===== config.mk =====
export PLATFORM = sky130hd
export DESIGN_NAME = ccl_comparator_ctl
export DESIGN_NICKNAME = d
export VERILOG_FILES = /design/src/hdl/ccl_pkg.sv /design/src/hdl/ccl_comparator_ctl.sv /design/src/hdl/ccl_sync_edge.sv
export SDC_FILE = /design/constraint.sdc
export NUM_CORES = 1
export LEC_CHECK = 0
export ABC_AREA = 1
export BUFFER_PORTS_ARGS = -buffer_cell sky130_fd_sc_hd__buf_2
export CAP_MARGIN = 0
export CELL_PAD_IN_SITES_DETAIL_PLACEMENT = 2
export CELL_PAD_IN_SITES_GLOBAL_PLACEMENT = 2
export CORE_MARGIN = 2
export CORE_UTILIZATION = 32
export CTS_BUF_LIST = sky130_fd_sc_hd__clkbuf_2 sky130_fd_sc_hd__clkbuf_4 sky130_fd_sc_hd__clkbuf_8
export DETAILED_ROUTE_END_ITERATION = 7
export PLACE_DENSITY_LB_ADDON = 0.3
export SYNTH_ARGS = -nofsm -noshare
export SYNTH_HDL_FRONTEND = slang
export SYNTH_SLANG_ARGS = --single-unit

===== constraint.sdc =====
create_clock -name mclk_i -period 2.4 [get_ports mclk_i]
set_input_delay 0 -clock mclk_i [delete_from_list [all_inputs] [get_ports mclk_i]]
set_output_delay 0 -clock mclk_i [all_outputs]
set_load 0.05 [all_outputs]

===== src/hdl/ccl_pkg.sv =====
// Purpose: Shared constants and carrier types for the comparator control logic
// Assumes: 8-bit special-function register port, single system clock
// Notes:   Offsets are the byte addresses of the register port
package ccl_pkg;
	localparam logic [7:0] CCL_ADDR_INPUT_SEL = 8'h9f;
	localparam logic [7:0] CCL_ADDR_CONTROL   = 8'hf8;
	localparam logic [7:0] CCL_ADDR_MODE      = 8'h9d;

	localparam logic [7:0] CCL_RST_INPUT_SEL  = 8'h00;
	localparam logic [7:0] CCL_RST_CONTROL    = 8'h00;
	localparam logic [1:0] CCL_RST_MODE       = 2'h2;

	// Control register field positions
	localparam int CCL_CTL_EN    = 7;
	localparam int CCL_CTL_OUT   = 6;
	localparam int CCL_CTL_RISE  = 5;
	localparam int CCL_CTL_FALL  = 4;
	localparam int CCL_CTL_PHY_H = 3;
	localparam int CCL_CTL_PHY_L = 2;
	localparam int CCL_CTL_NHY_H = 1;
	localparam int CCL_CTL_NHY_L = 0;
	// Input select register field positions
	localparam int CCL_MX_NEG_H  = 5;
	localparam int CCL_MX_NEG_L  = 4;
	localparam int CCL_MX_POS_H  = 1;
	localparam int CCL_MX_POS_L  = 0;
	// Mode register field positions
	localparam int CCL_MD_H      = 1;
	localparam int CCL_MD_L      = 0;

	// Pin offset of the select codes: positive even pins, negative odd pins
	localparam logic [2:0] CCL_POS_PIN_BASE = 3'h0;
	localparam logic [2:0] CCL_NEG_PIN_BASE = 3'h1;

	localparam int CCL_SYNC_STAGES = 2;

	typedef struct packed {
		logic [7:0] addr;
		logic       wr;
		logic       rd;
		logic [7:0] wdata;
	} ccl_sfr_req_type;

	typedef struct packed {
		logic       enable;
		logic [1:0] pos_hyst_sel;
		logic [1:0] neg_hyst_sel;
		logic [1:0] response_mode_sel;
		logic [7:0] pin_switch;
	} ccl_analog_ctl_type;
endpackage : ccl_pkg


===== src/hdl/ccl_comparator_ctl.sv =====
// Purpose: Control and status logic around an analog voltage comparator
// Assumes: Registers reached over the 8-bit special-function register port
// Notes:   The raw pin output is combinational so it survives a halted clock
// Overview of operation
// The result can be read by software, raise edge flags and drive pins, in any mix.
// Pin output comes in a clock-synchronised form and a raw asynchronous form.
// The raw output stays valid with the clock halted, passing through no clocked stage.
// While disabled, both pin outputs read logic low.
// A two-bit response mode field sets comparator speed against power.
// Rising and falling transitions are detected as separate events.
// A falling transition sets the fall flag in control bit 4.
// A rising transition sets the rise flag in control bit 5.
// The edge flags stay set until software writes them to zero.
// Read-only control bit 6 returns the current comparator result.
// Control bit 7 enables the comparator when 1 and disables it when 0.
// Control bits 1 to 0 select negative hysteresis of none, 5, 10 or 20 mV.
// Control bits 3 to 2 select positive hysteresis the same way.
// The input select register holds separate two-bit positive and negative pin fields.
// The result passes a two-stage synchroniser before any edge comparison.
// Negative codes pick pins 1, 3, 5, 7; positive codes pick pins 0, 2, 4, 6.
// Hysteresis codes go to the analog comparator unchanged, 00 meaning none.
`timescale 1ns/10ps
module ccl_comparator_ctl (
	input  wire logic                     mclk_i,
	input  wire logic                     sys_rst_i,
	input  wire ccl_pkg::ccl_sfr_req_type sfr_req_i,
	output logic [7:0]                    sfr_rdata_o,
	input  wire logic                     cmp_raw_i,
	output ccl_pkg::ccl_analog_ctl_type   analog_ctl_o,
	output logic                          latched_cmp_pin_out_o,
	output logic                          raw_cmp_pin_out_o
);
	typedef struct packed {
		logic [7:0] control;
		logic [7:0] input_sel;
		logic [1:0] mode;
		logic [7:0] rdata;
		logic       pin_out;
		ccl_pkg::ccl_analog_ctl_type ana;
	} ccl_state_type;

	ccl_state_type state_ff;
	ccl_state_type nxt_state;

	logic cmp_gated;
	logic sync_level;
	logic sync_rise;
	logic sync_fall;

	// One-hot analog switch for a two-bit pin select code
	function automatic logic [7:0] ccl_pin_decode(input logic [1:0] code,
	                                              input logic [2:0] base);
		logic [2:0] pin;
		pin            = {code, 1'b0} | base;
		ccl_pin_decode = 8'h01 << pin;
	endfunction : ccl_pin_decode

	// Disabled comparator reads low; the enable flop holds its value when halted
	assign cmp_gated = cmp_raw_i & state_ff.control[ccl_pkg::CCL_CTL_EN];

	ccl_sync_edge #(
		.STAGES (ccl_pkg::CCL_SYNC_STAGES)
	) u_sync (
		.mclk_i    (mclk_i),
		.sys_rst_i (sys_rst_i),
		.async_i   (cmp_gated),
		.level_o   (sync_level),
		.rise_o    (sync_rise),
		.fall_o    (sync_fall)
	);

	always_comb begin
		logic wr_ctl;
		logic wr_mx;
		logic wr_md;
		logic en;
		wr_ctl    = 1'b0;
		wr_mx     = 1'b0;
		wr_md     = 1'b0;
		en        = 1'b0;
		nxt_state = state_ff;
		wr_ctl    = sfr_req_i.wr && (sfr_req_i.addr == ccl_pkg::CCL_ADDR_CONTROL);
		wr_mx     = sfr_req_i.wr && (sfr_req_i.addr == ccl_pkg::CCL_ADDR_INPUT_SEL);
		wr_md     = sfr_req_i.wr && (sfr_req_i.addr == ccl_pkg::CCL_ADDR_MODE);
		en        = state_ff.control[ccl_pkg::CCL_CTL_EN];

		if (wr_ctl) begin
			// Bit 6 is status, never stored from the bus
			nxt_state.control[ccl_pkg::CCL_CTL_EN] =
				sfr_req_i.wdata[ccl_pkg::CCL_CTL_EN];
			nxt_state.control[ccl_pkg::CCL_CTL_RISE] =
				sfr_req_i.wdata[ccl_pkg::CCL_CTL_RISE];
			nxt_state.control[ccl_pkg::CCL_CTL_FALL] =
				sfr_req_i.wdata[ccl_pkg::CCL_CTL_FALL];
			nxt_state.control[ccl_pkg::CCL_CTL_PHY_H:ccl_pkg::CCL_CTL_NHY_L] =
				sfr_req_i.wdata[ccl_pkg::CCL_CTL_PHY_H:ccl_pkg::CCL_CTL_NHY_L];
		end
		if (wr_mx) begin
			nxt_state.input_sel = 8'h00;
			nxt_state.input_sel[ccl_pkg::CCL_MX_NEG_H:ccl_pkg::CCL_MX_NEG_L] =
				sfr_req_i.wdata[ccl_pkg::CCL_MX_NEG_H:ccl_pkg::CCL_MX_NEG_L];
			nxt_state.input_sel[ccl_pkg::CCL_MX_POS_H:ccl_pkg::CCL_MX_POS_L] =
				sfr_req_i.wdata[ccl_pkg::CCL_MX_POS_H:ccl_pkg::CCL_MX_POS_L];
		end
		if (wr_md) begin
			nxt_state.mode = sfr_req_i.wdata[ccl_pkg::CCL_MD_H:ccl_pkg::CCL_MD_L];
		end

		// Hardware set wins over a software clear in the same cycle
		if (sync_rise && en) begin
			nxt_state.control[ccl_pkg::CCL_CTL_RISE] = 1'b1;
		end
		if (sync_fall && en) begin
			nxt_state.control[ccl_pkg::CCL_CTL_FALL] = 1'b1;
		end
		// Gated like the pin so a disabled comparator never reads high
		nxt_state.control[ccl_pkg::CCL_CTL_OUT] =
			sync_level & nxt_state.control[ccl_pkg::CCL_CTL_EN];

		nxt_state.pin_out = sync_level & nxt_state.control[ccl_pkg::CCL_CTL_EN];

		nxt_state.ana.enable            = nxt_state.control[ccl_pkg::CCL_CTL_EN];
		nxt_state.ana.pos_hyst_sel      =
			nxt_state.control[ccl_pkg::CCL_CTL_PHY_H:ccl_pkg::CCL_CTL_PHY_L];
		nxt_state.ana.neg_hyst_sel      =
			nxt_state.control[ccl_pkg::CCL_CTL_NHY_H:ccl_pkg::CCL_CTL_NHY_L];
		nxt_state.ana.response_mode_sel = nxt_state.mode;
		nxt_state.ana.pin_switch        =
			ccl_pin_decode(nxt_state.input_sel[ccl_pkg::CCL_MX_POS_H:ccl_pkg::CCL_MX_POS_L],
			               ccl_pkg::CCL_POS_PIN_BASE) |
			ccl_pin_decode(nxt_state.input_sel[ccl_pkg::CCL_MX_NEG_H:ccl_pkg::CCL_MX_NEG_L],
			               ccl_pkg::CCL_NEG_PIN_BASE);

		// Read data returns the registers as they stand at the read edge
		case (sfr_req_i.addr)
			ccl_pkg::CCL_ADDR_CONTROL: begin
				nxt_state.rdata = state_ff.control;
			end
			ccl_pkg::CCL_ADDR_INPUT_SEL: begin
				nxt_state.rdata = state_ff.input_sel;
			end
			ccl_pkg::CCL_ADDR_MODE: begin
				nxt_state.rdata = {6'h00, state_ff.mode};
			end
			default: begin
				nxt_state.rdata = 8'h00;
			end
		endcase
		if (!sfr_req_i.rd) begin
			nxt_state.rdata = state_ff.rdata;
		end
	end

	always_ff @(posedge mclk_i) begin
		if (sys_rst_i) begin
			state_ff           <= '0;
			state_ff.control   <= ccl_pkg::CCL_RST_CONTROL;
			state_ff.input_sel <= ccl_pkg::CCL_RST_INPUT_SEL;
			state_ff.mode      <= ccl_pkg::CCL_RST_MODE;
			state_ff.ana.response_mode_sel <= ccl_pkg::CCL_RST_MODE;
			state_ff.ana.pin_switch <= 8'h03;
		end else begin
			state_ff <= nxt_state;
		end
	end

	assign sfr_rdata_o           = state_ff.rdata;
	assign analog_ctl_o          = state_ff.ana;
	assign latched_cmp_pin_out_o = state_ff.pin_out;
	// Deliberately unclocked path so the pin follows the comparator in stop mode
	assign raw_cmp_pin_out_o     = cmp_gated;
endmodule : ccl_comparator_ctl


===== src/hdl/ccl_sync_edge.sv =====
// Purpose: Two-stage synchroniser with rising and falling edge detection
// Assumes: Input is asynchronous to mclk_i
// Notes:   Edge pulses last one clock; level output is registered
`timescale 1ns/10ps
module ccl_sync_edge #(
	parameter int STAGES = ccl_pkg::CCL_SYNC_STAGES
) (
	input  wire logic mclk_i,
	input  wire logic sys_rst_i,
	input  wire logic async_i,
	output logic      level_o,
	output logic      rise_o,
	output logic      fall_o
);
	// Fewer than two stages would let a metastable first flop reach the edge logic
	if (STAGES < 2) begin : g_bad_stages
		$error("ccl_sync_edge needs at least two stages");
	end

	typedef struct packed {
		logic [STAGES-1:0] chain;
		logic              prev;
		logic              rise;
		logic              fall;
	} ccl_se_state_type;

	ccl_se_state_type state_ff;
	ccl_se_state_type nxt_state;

	always_comb begin
		nxt_state       = state_ff;
		nxt_state.chain = {state_ff.chain[STAGES-2:0], async_i};
		// Only the last stage is compared; the first is metastability-prone
		nxt_state.prev  = state_ff.chain[STAGES-1];
		nxt_state.rise  = state_ff.chain[STAGES-1] & ~state_ff.prev;
		nxt_state.fall  = ~state_ff.chain[STAGES-1] & state_ff.prev;
	end

	always_ff @(posedge mclk_i) begin
		if (sys_rst_i) begin
			state_ff <= '0;
		end else begin
			state_ff <= nxt_state;
		end
	end

	assign level_o = state_ff.prev;
	assign rise_o  = state_ff.rise;
	assign fall_o  = state_ff.fall;
endmodule : ccl_sync_edge


==> results.yml, run 1 <==
sta:
  worst_pin_slew_ps: 553.1
  fmax_ghz: 0.8812
  min_period_ps: 1135
  hold_viol: 0
  finalHoldWorstSlack_ps: 21.25
  rsz0062_at_grt: "no"
  finalCritPeriodShare_pct: 47.28
  slew_headroom_pct: 63.09
  finalMaxSlewViolations: 0
  fin_skew_ps: 6.300
  tns_ps: 0
  setup_viol: 0
critical_path:
  cp_slowest_cell: "dfxtp_1"
  slowest_delay_ps: 440
  ff2ff_path_depth: 4
  crit_fanout: 6
  worstPathRequired_ps: 2400
  crit_chain: "nand2_1, inv_1, buf_2"
  crit_arrival_ps: 1130
  r2r_slack_ps: 1530
  worst_setup_path_start_kind: "register"
  cp-end-kind: "output pin"
  timing.rr.end: "state_ff[40]"
  worstSetupPathType: "reg -> out"
  reg2reg_from: "state_ff[41]"
final_layout:
  areaGrowthSynthToFinish_pct: 16.67
  multiInputGateArea_um2: 569.3
  stdcell_area_um2: 1848
  drive_gt1_share_pct: 32.62
  fillers: 599
  fin_nets: 253
  diodes: 0
  seqCellArea_um2: 700.7
routing:
  routedWlPerCell_um: 13.00
  totalWireLength_mm: 3.901
  drtIter0Drc: 28
  route.vias.total: 1316
  antenna_left: 0
  drc: 0
  dr.pass1.iters: 4
  viasPerCell: 4.387
min_path:
  hold_path_startpoint: "sfr_req_i[1]"
  min_to: "state_ff[35]"
  min_delay_path_depth: 3
  hold_class: "in -> reg"
global_routing:
  grt_pass1_vias: 1401
  grt_max_degree: 16
  antenna_found_initial: 0
  grt_pass1_wl_mm: 6.637
  grt_use_total_pct: 16.12
  grt_overflow_total: 0
floorplan:
  die_w_um: 74.36
  die_h_um: 74.36
  rows: 25
  start_util_pct: 33.32
  dieArea_um2: 5529
  core_um2: 4755
  ios: 46
placement:
  routabilityCongestion: 0.7483
  placedInstanceArea_um2: 1704
  dp_hpwl_mm: 3.077
  io_buffers: 44
synth:
  ys_ff_latch: 35
  synth_top_area_share_pct: 44.23
  synthTopCellsByArea: "dfxtp_1 (44%), buf_4 (11%), nand2_1 (9.2%)"
  yosysTopAreaCell: "dfxtp_1"
  syn-num-nets: 224
  ys_seq_area_share_pct: 44.23
  yosysUniqueCellTypes: 20
  yosysWarningCount: 0
  syn_area_per_cell_um2: 7.803
  syn-cell-area_um2: 1584
  syn_inst: 203
clock_tree:
  cts_buffers: 5
  cts_root_buffer: "clkbuf_8"
  clock-sinks: 35
  clk_pin_slew_ps: 70
  cts.path.max_buffers: 2
  htree_levels: 2
  clock_latency_ps: 280
  cts_setup_buffers: 0
  cts_tree: "built"
outcome:
  run_status: "finished, final reports clean"
power:
  vdd_ir_drop_max_mv: 0.2864
  power.density_nw_per_um2: 622.5
  p_leak_nw: 0.9034
run:
  drv_cap: 0
state kept, by name (all words and copies together), names as in the netlist:
register,cells
u_sync.nxt_state,2
u_sync.level_o,1
analog_ctl_o,10
sfr_rdata_o,8
u_sync.rise_o,1
u_sync.fall_o,1
state_ff,12
how the worst max path moves through the flow:
stage,end,depth (start not counted),from,slack [ps]
6_report,raw_cmp_pin_out_o,3,state_ff[41],1270
5_1_grt,raw_cmp_pin_out_o,3,state_ff[41],1190
4_1_cts,raw_cmp_pin_out_o,3,state_ff[41],1230
3_5_place_dp,state_ff[34],8,sfr_req_i[11],1200
3_3_place_gp,state_ff[40],4,sys_rst_i,1300
2_1_floorplan,sfr_rdata_o[6],2,state_ff[40],1520
kinds of logic after synthesis:
group | synth area share [%]
AO/OA/AOI/OAI | 9.005
buffers and inverters | 19.83
flip-flops | 44.23
AND/OR/NAND/NOR | 26.93
routing by layer:
layer  routed length (um)  vias up  part of all wire, %  track usage (%)
li1                     -      661                    -                -
met1                 1651      624                   42            19.45
met2                 2068       27                   53            28.37
met3                  139        4                  3.6            4.065
met4                   40        0                  1.0            4.762
met5                    0        -                    0                0
stage by stage:
stage               power, mW  setup WS, ps  utilization [%]  cells
CTS                     1.165          1231            38.87    300
floorplan              0.6472          1516                -    203
global placement       0.6715          1297            35.84    288
detailed placement     0.6746          1202            35.84    288
global route            1.203          1187            38.87    300
finish                  1.150          1265            38.87    300
cell type report:
type / instances / area share, %
Clock buffer: 8 / 5.620
Timing Repair Buffer: 48 / 14.08
Tap cell: 67 / 4.536
Multi-Input combinational cell: 109 / 30.81
Inverter: 33 / 7.041
Sequential cell: 35 / 37.91
synthesized netlist by cell type:
library cell / instances
nand2_1: 39
dfxtp_1: 35
inv_1: 28
buf_4: 23
a21oi_1: 17
nand3_1: 13
o21ai_0: 10
nor2_1: 7
nand3_2: 5
nand2_2: 4
nor2_2: 4
clkbuf_1: 3
inv_2: 3
nand2_4: 3
nor3_1: 3
nor2_4: 2
clkinv_2: 1
clkinv_4: 1
nand3_4: 1
o211ai_1: 1
where the power goes:
group	total [mW]	switching, mW	internal (mW)
Sequential	0.586	0.00190	0.584
Combinational	0.0788	0.0534	0.0254
Clock	0.485	0.212	0.273
Total	1.15	0.267	0.883
placed cells by master, fill, tap and decap left out:
cell           Yosys  final
buf_2              0     44
nand2_1           39     39
dfxtp_1           35     35
inv_1             28     28
a21oi_1           17     17
nand3_1           13     13
o21ai_0           10     10
nor2_1             7      7
clkbuf_8           0      7
nand3_2            5      5
nand2_2            4      4
nor2_2             4      4
dlygate4sd3_1      0      4
nand2_4            3      3
inv_2              3      3
nor3_1             3      3
nor2_4             2      2
nand3_4            1      1
clkinv_4           1      1
clkinv_2           1      1
o211ai_1           1      1
clkbuf_4           0      1
critical path: cells and delay by family, from the launching register on:
kind | cells | cell delay, ps
flops | 1 | 440
buf+inv | 2 | 310
simple gates | 1 | 100
timing repair:
action / in CTS / in global routing
endpoints found under the hold margin: 4 / 0
gates resized for setup: 0 / 0
hold buffers: 4 / 0
Power figures use the tool's default switching activity.
==> run 2, diff against run 1 <==
--- a/config.mk
+++ b/config.mk
@@ -5,13 +5,13 @@
 export SDC_FILE = /design/constraint.sdc
 export NUM_CORES = 1
 export LEC_CHECK = 0
-export ABC_AREA = 1
+export ABC_AREA = 0
 export BUFFER_PORTS_ARGS = -buffer_cell sky130_fd_sc_hd__buf_2
 export CAP_MARGIN = 0
 export CELL_PAD_IN_SITES_DETAIL_PLACEMENT = 2
 export CELL_PAD_IN_SITES_GLOBAL_PLACEMENT = 2
 export CORE_MARGIN = 2
-export CORE_UTILIZATION = 32
+export CORE_UTILIZATION = 31
 export CTS_BUF_LIST = sky130_fd_sc_hd__clkbuf_2 sky130_fd_sc_hd__clkbuf_4 sky130_fd_sc_hd__clkbuf_8
 export DETAILED_ROUTE_END_ITERATION = 7
 export PLACE_DENSITY_LB_ADDON = 0.3
==> constraint.sdc (replaced) <==
create_clock -name mclk_i -period 1.2 [get_ports mclk_i]
set_input_delay 0 -clock mclk_i [delete_from_list [all_inputs] [get_ports mclk_i]]
set_output_delay 0 -clock mclk_i [all_outputs]
set_load 0.05 [all_outputs]
==> results.yml, run 2 <==
sta:
  setup_viol: 0
  worst_pin_slew_ps: 326.5
  slew_headroom_pct: 78.11
  finalCritPeriodShare_pct: 92.17
  hold_viol: 0
  tns_ps: 0
  rsz0062_at_grt: "no"
  fmax_ghz: 0.9041
  finalMaxSlewViolations: 0
  fin_skew_ps: 2.632
  min_period_ps: 1106
final_layout:
  largest_register_ff_count: 12
  multiInputGateArea_um2: 708.2
  seqCellArea_um2: 701.9
  drive_gt1_share_pct: 32.88
  final_core_util_pct: 38.88
  final_cell_count_no_fill: 292
  fillers: 605
  areaGrowthSynthToFinish_pct: 21.31
  final_cell_mix: "buf_2 (43), dfxtp_1 (34), a21oi_1 (16)"
  top_register: "state_ff"
  diodes: 0
  fin_nets: 242
  layout_commonest_cell: "buf_2"
critical_path:
  crit_arrival_ps: 1110
  r2r_slack_ps: 200
  worst_setup_path_start_kind: "register"
  crit_fanout: 8
  cp-end-kind: "output pin"
  crit_family: "flip-flops"
  crit_buf_inv: 1
  slowest_delay_ps: 420
  worstPathRequired_ps: 1200
  crit_chain: "and2_1, clkbuf_4"
  cp_slowest_cell: "dfxtp_2"
  worstSetupPathType: "reg -> out"
global_routing:
  grt_pass1_wl_mm: 8.031
  grt_pass1_vias: 1603
  grt_util_met3_pct: 4.502
  grt_overflow_total: 0
  grt_max_degree: 26
  antenna_found_initial: 0
  top_usage_layer: "met2"
  globalRouteMet1Util_pct: 18.99
  grt_use_total_pct: 17.46
  gr-usage-met2_pct: 31.68
power:
  p_leak_nw: 0.7665
  total_power_mw: 2.187
  power.density_nw_per_um2: 1108
  vdd_ir_drop_max_mv: 0.6367
synth:
  ys_ff_latch: 35
  synth_most_common_cell: "dfxtp_1"
  synth_edf_count: 0
  syn_inst: 183
  yosysWarningCount: 0
  yosysUniqueCellTypes: 27
  syn_area_per_cell_um2: 8.888
  ys_async_sr_fraction_pct: 0
  yosys_most_used_dff: "dfxtp_1"
  synth_common_cells: "dfxtp_1 (35), buf_4 (24), a21oi_1 (16)"
  yosysTopAreaCell: "dfxtp_1"
  ys_seq_area_share_pct: 43.08
  synth_top_area_share_pct: 43.08
  syn-num-nets: 204
  synthTopCellsByArea: "dfxtp_1 (43%), buf_4 (11%), a21oi_1 (4.9%)"
  syn-cell-area_um2: 1627
clock_tree:
  cts_buffers: 5
  cts_setup_buffers: 0
  cts_tree: "built"
  clock-sinks: 35
  clock_latency_ps: 290
  htree_levels: 2
  clk_pin_slew_ps: 80
  cts.path.max_buffers: 2
  cts_root_buffer: "clkbuf_8"
routing:
  drtIter0Drc: 48
  viasPerCell: 4.904
  dr.pass1.iters: 4
  totalWireLength_mm: 4.812
  route.vias.total: 1432
  antenna_left: 0
  routedWlPerCell_um: 16.48
  drc: 0
floorplan:
  rows: 26
  start_util_pct: 32.05
  die_w_um: 76.44
  core_um2: 5075
  dieArea_um2: 5842
  die_h_um: 76.44
  ios: 46
outcome:
  run_status: "finished, final reports clean"
placement:
  io_buffers: 44
  routabilityCongestion: 0.8177
  dp_hpwl_mm: 3.528
  dpl.cell_count: 281
run:
  drv_cap: 0
min_path:
  hold_class: "in -> reg"
## run 2: path summary, 6_finish.rpt
check / from / endpoint / cells after the start
max: state_ff[41] / raw_cmp_pin_out_o / 2
max reg2reg: state_ff[31] / analog_ctl_o[1] / 2
min: sys_rst_i / analog_ctl_o[8] / 2
min reg2reg: u_sync.level_o / u_sync.rise_o / 1
## run 2: cell families after synthesis
family / share of synthesized area, %
AOI/OAI and AO/OA: 11.62
buffers and inverters: 13.38
DFF: 43.08
muxes: 3.692
and+or+nand+nor: 28.23
## run 2: metrics by stage
step           hold WS, ps  area [um2]  setup slack [ps]
4_1_cts              10.75        1971             43.19
6_report             14.06        1973             93.96
2_1_floorplan        79.12        1627             95.75
3_3_place_gp         237.3        1851             13.54
3_5_place_dp         267.4        1851            -62.22
5_1_grt              9.806        1973             22.29
## run 2: final cells by class
| cell class | count | share of cell area [%] |
|---|---|---|
| multi-input cells | 116 | 35.89 |
| flip-flops and latches | 35 | 35.57 |
| repair buffers | 60 | 19.02 |
| well taps | 70 | 4.439 |
| clock buffers | 5 | 3.488 |
| clock inverters | 3 | 1.015 |
| inverters | 3 | 0.5707 |
## run 2: worst register-to-register path, stage by stage (launching register included)
cell     delay, ps
dfxtp_1        430
nor3_1         100
or3_1          360
## run 2: where the power goes
part           total, mW  leakage, nW  internal [mW]  switching, mW
Sequential          1.16        0.282           1.16       0.000743
Combinational      0.155        0.444         0.0663         0.0887
Clock              0.870       0.0402          0.404          0.466
Total               2.19        0.766           1.63          0.556
## run 2: layer usage
metal	vias up	wire, um
li1	686	-
met1	700	2036
met2	35	2465
met3	11	166
met4	0	144
met5	-	0
## run 2: repair_timing
action                                  in CTS  in global routing
resized for setup                            1                  1
endpoints found under the setup margin       1                  1
hold buffers                                 3                  0
endpoints found under the hold margin        4                  0
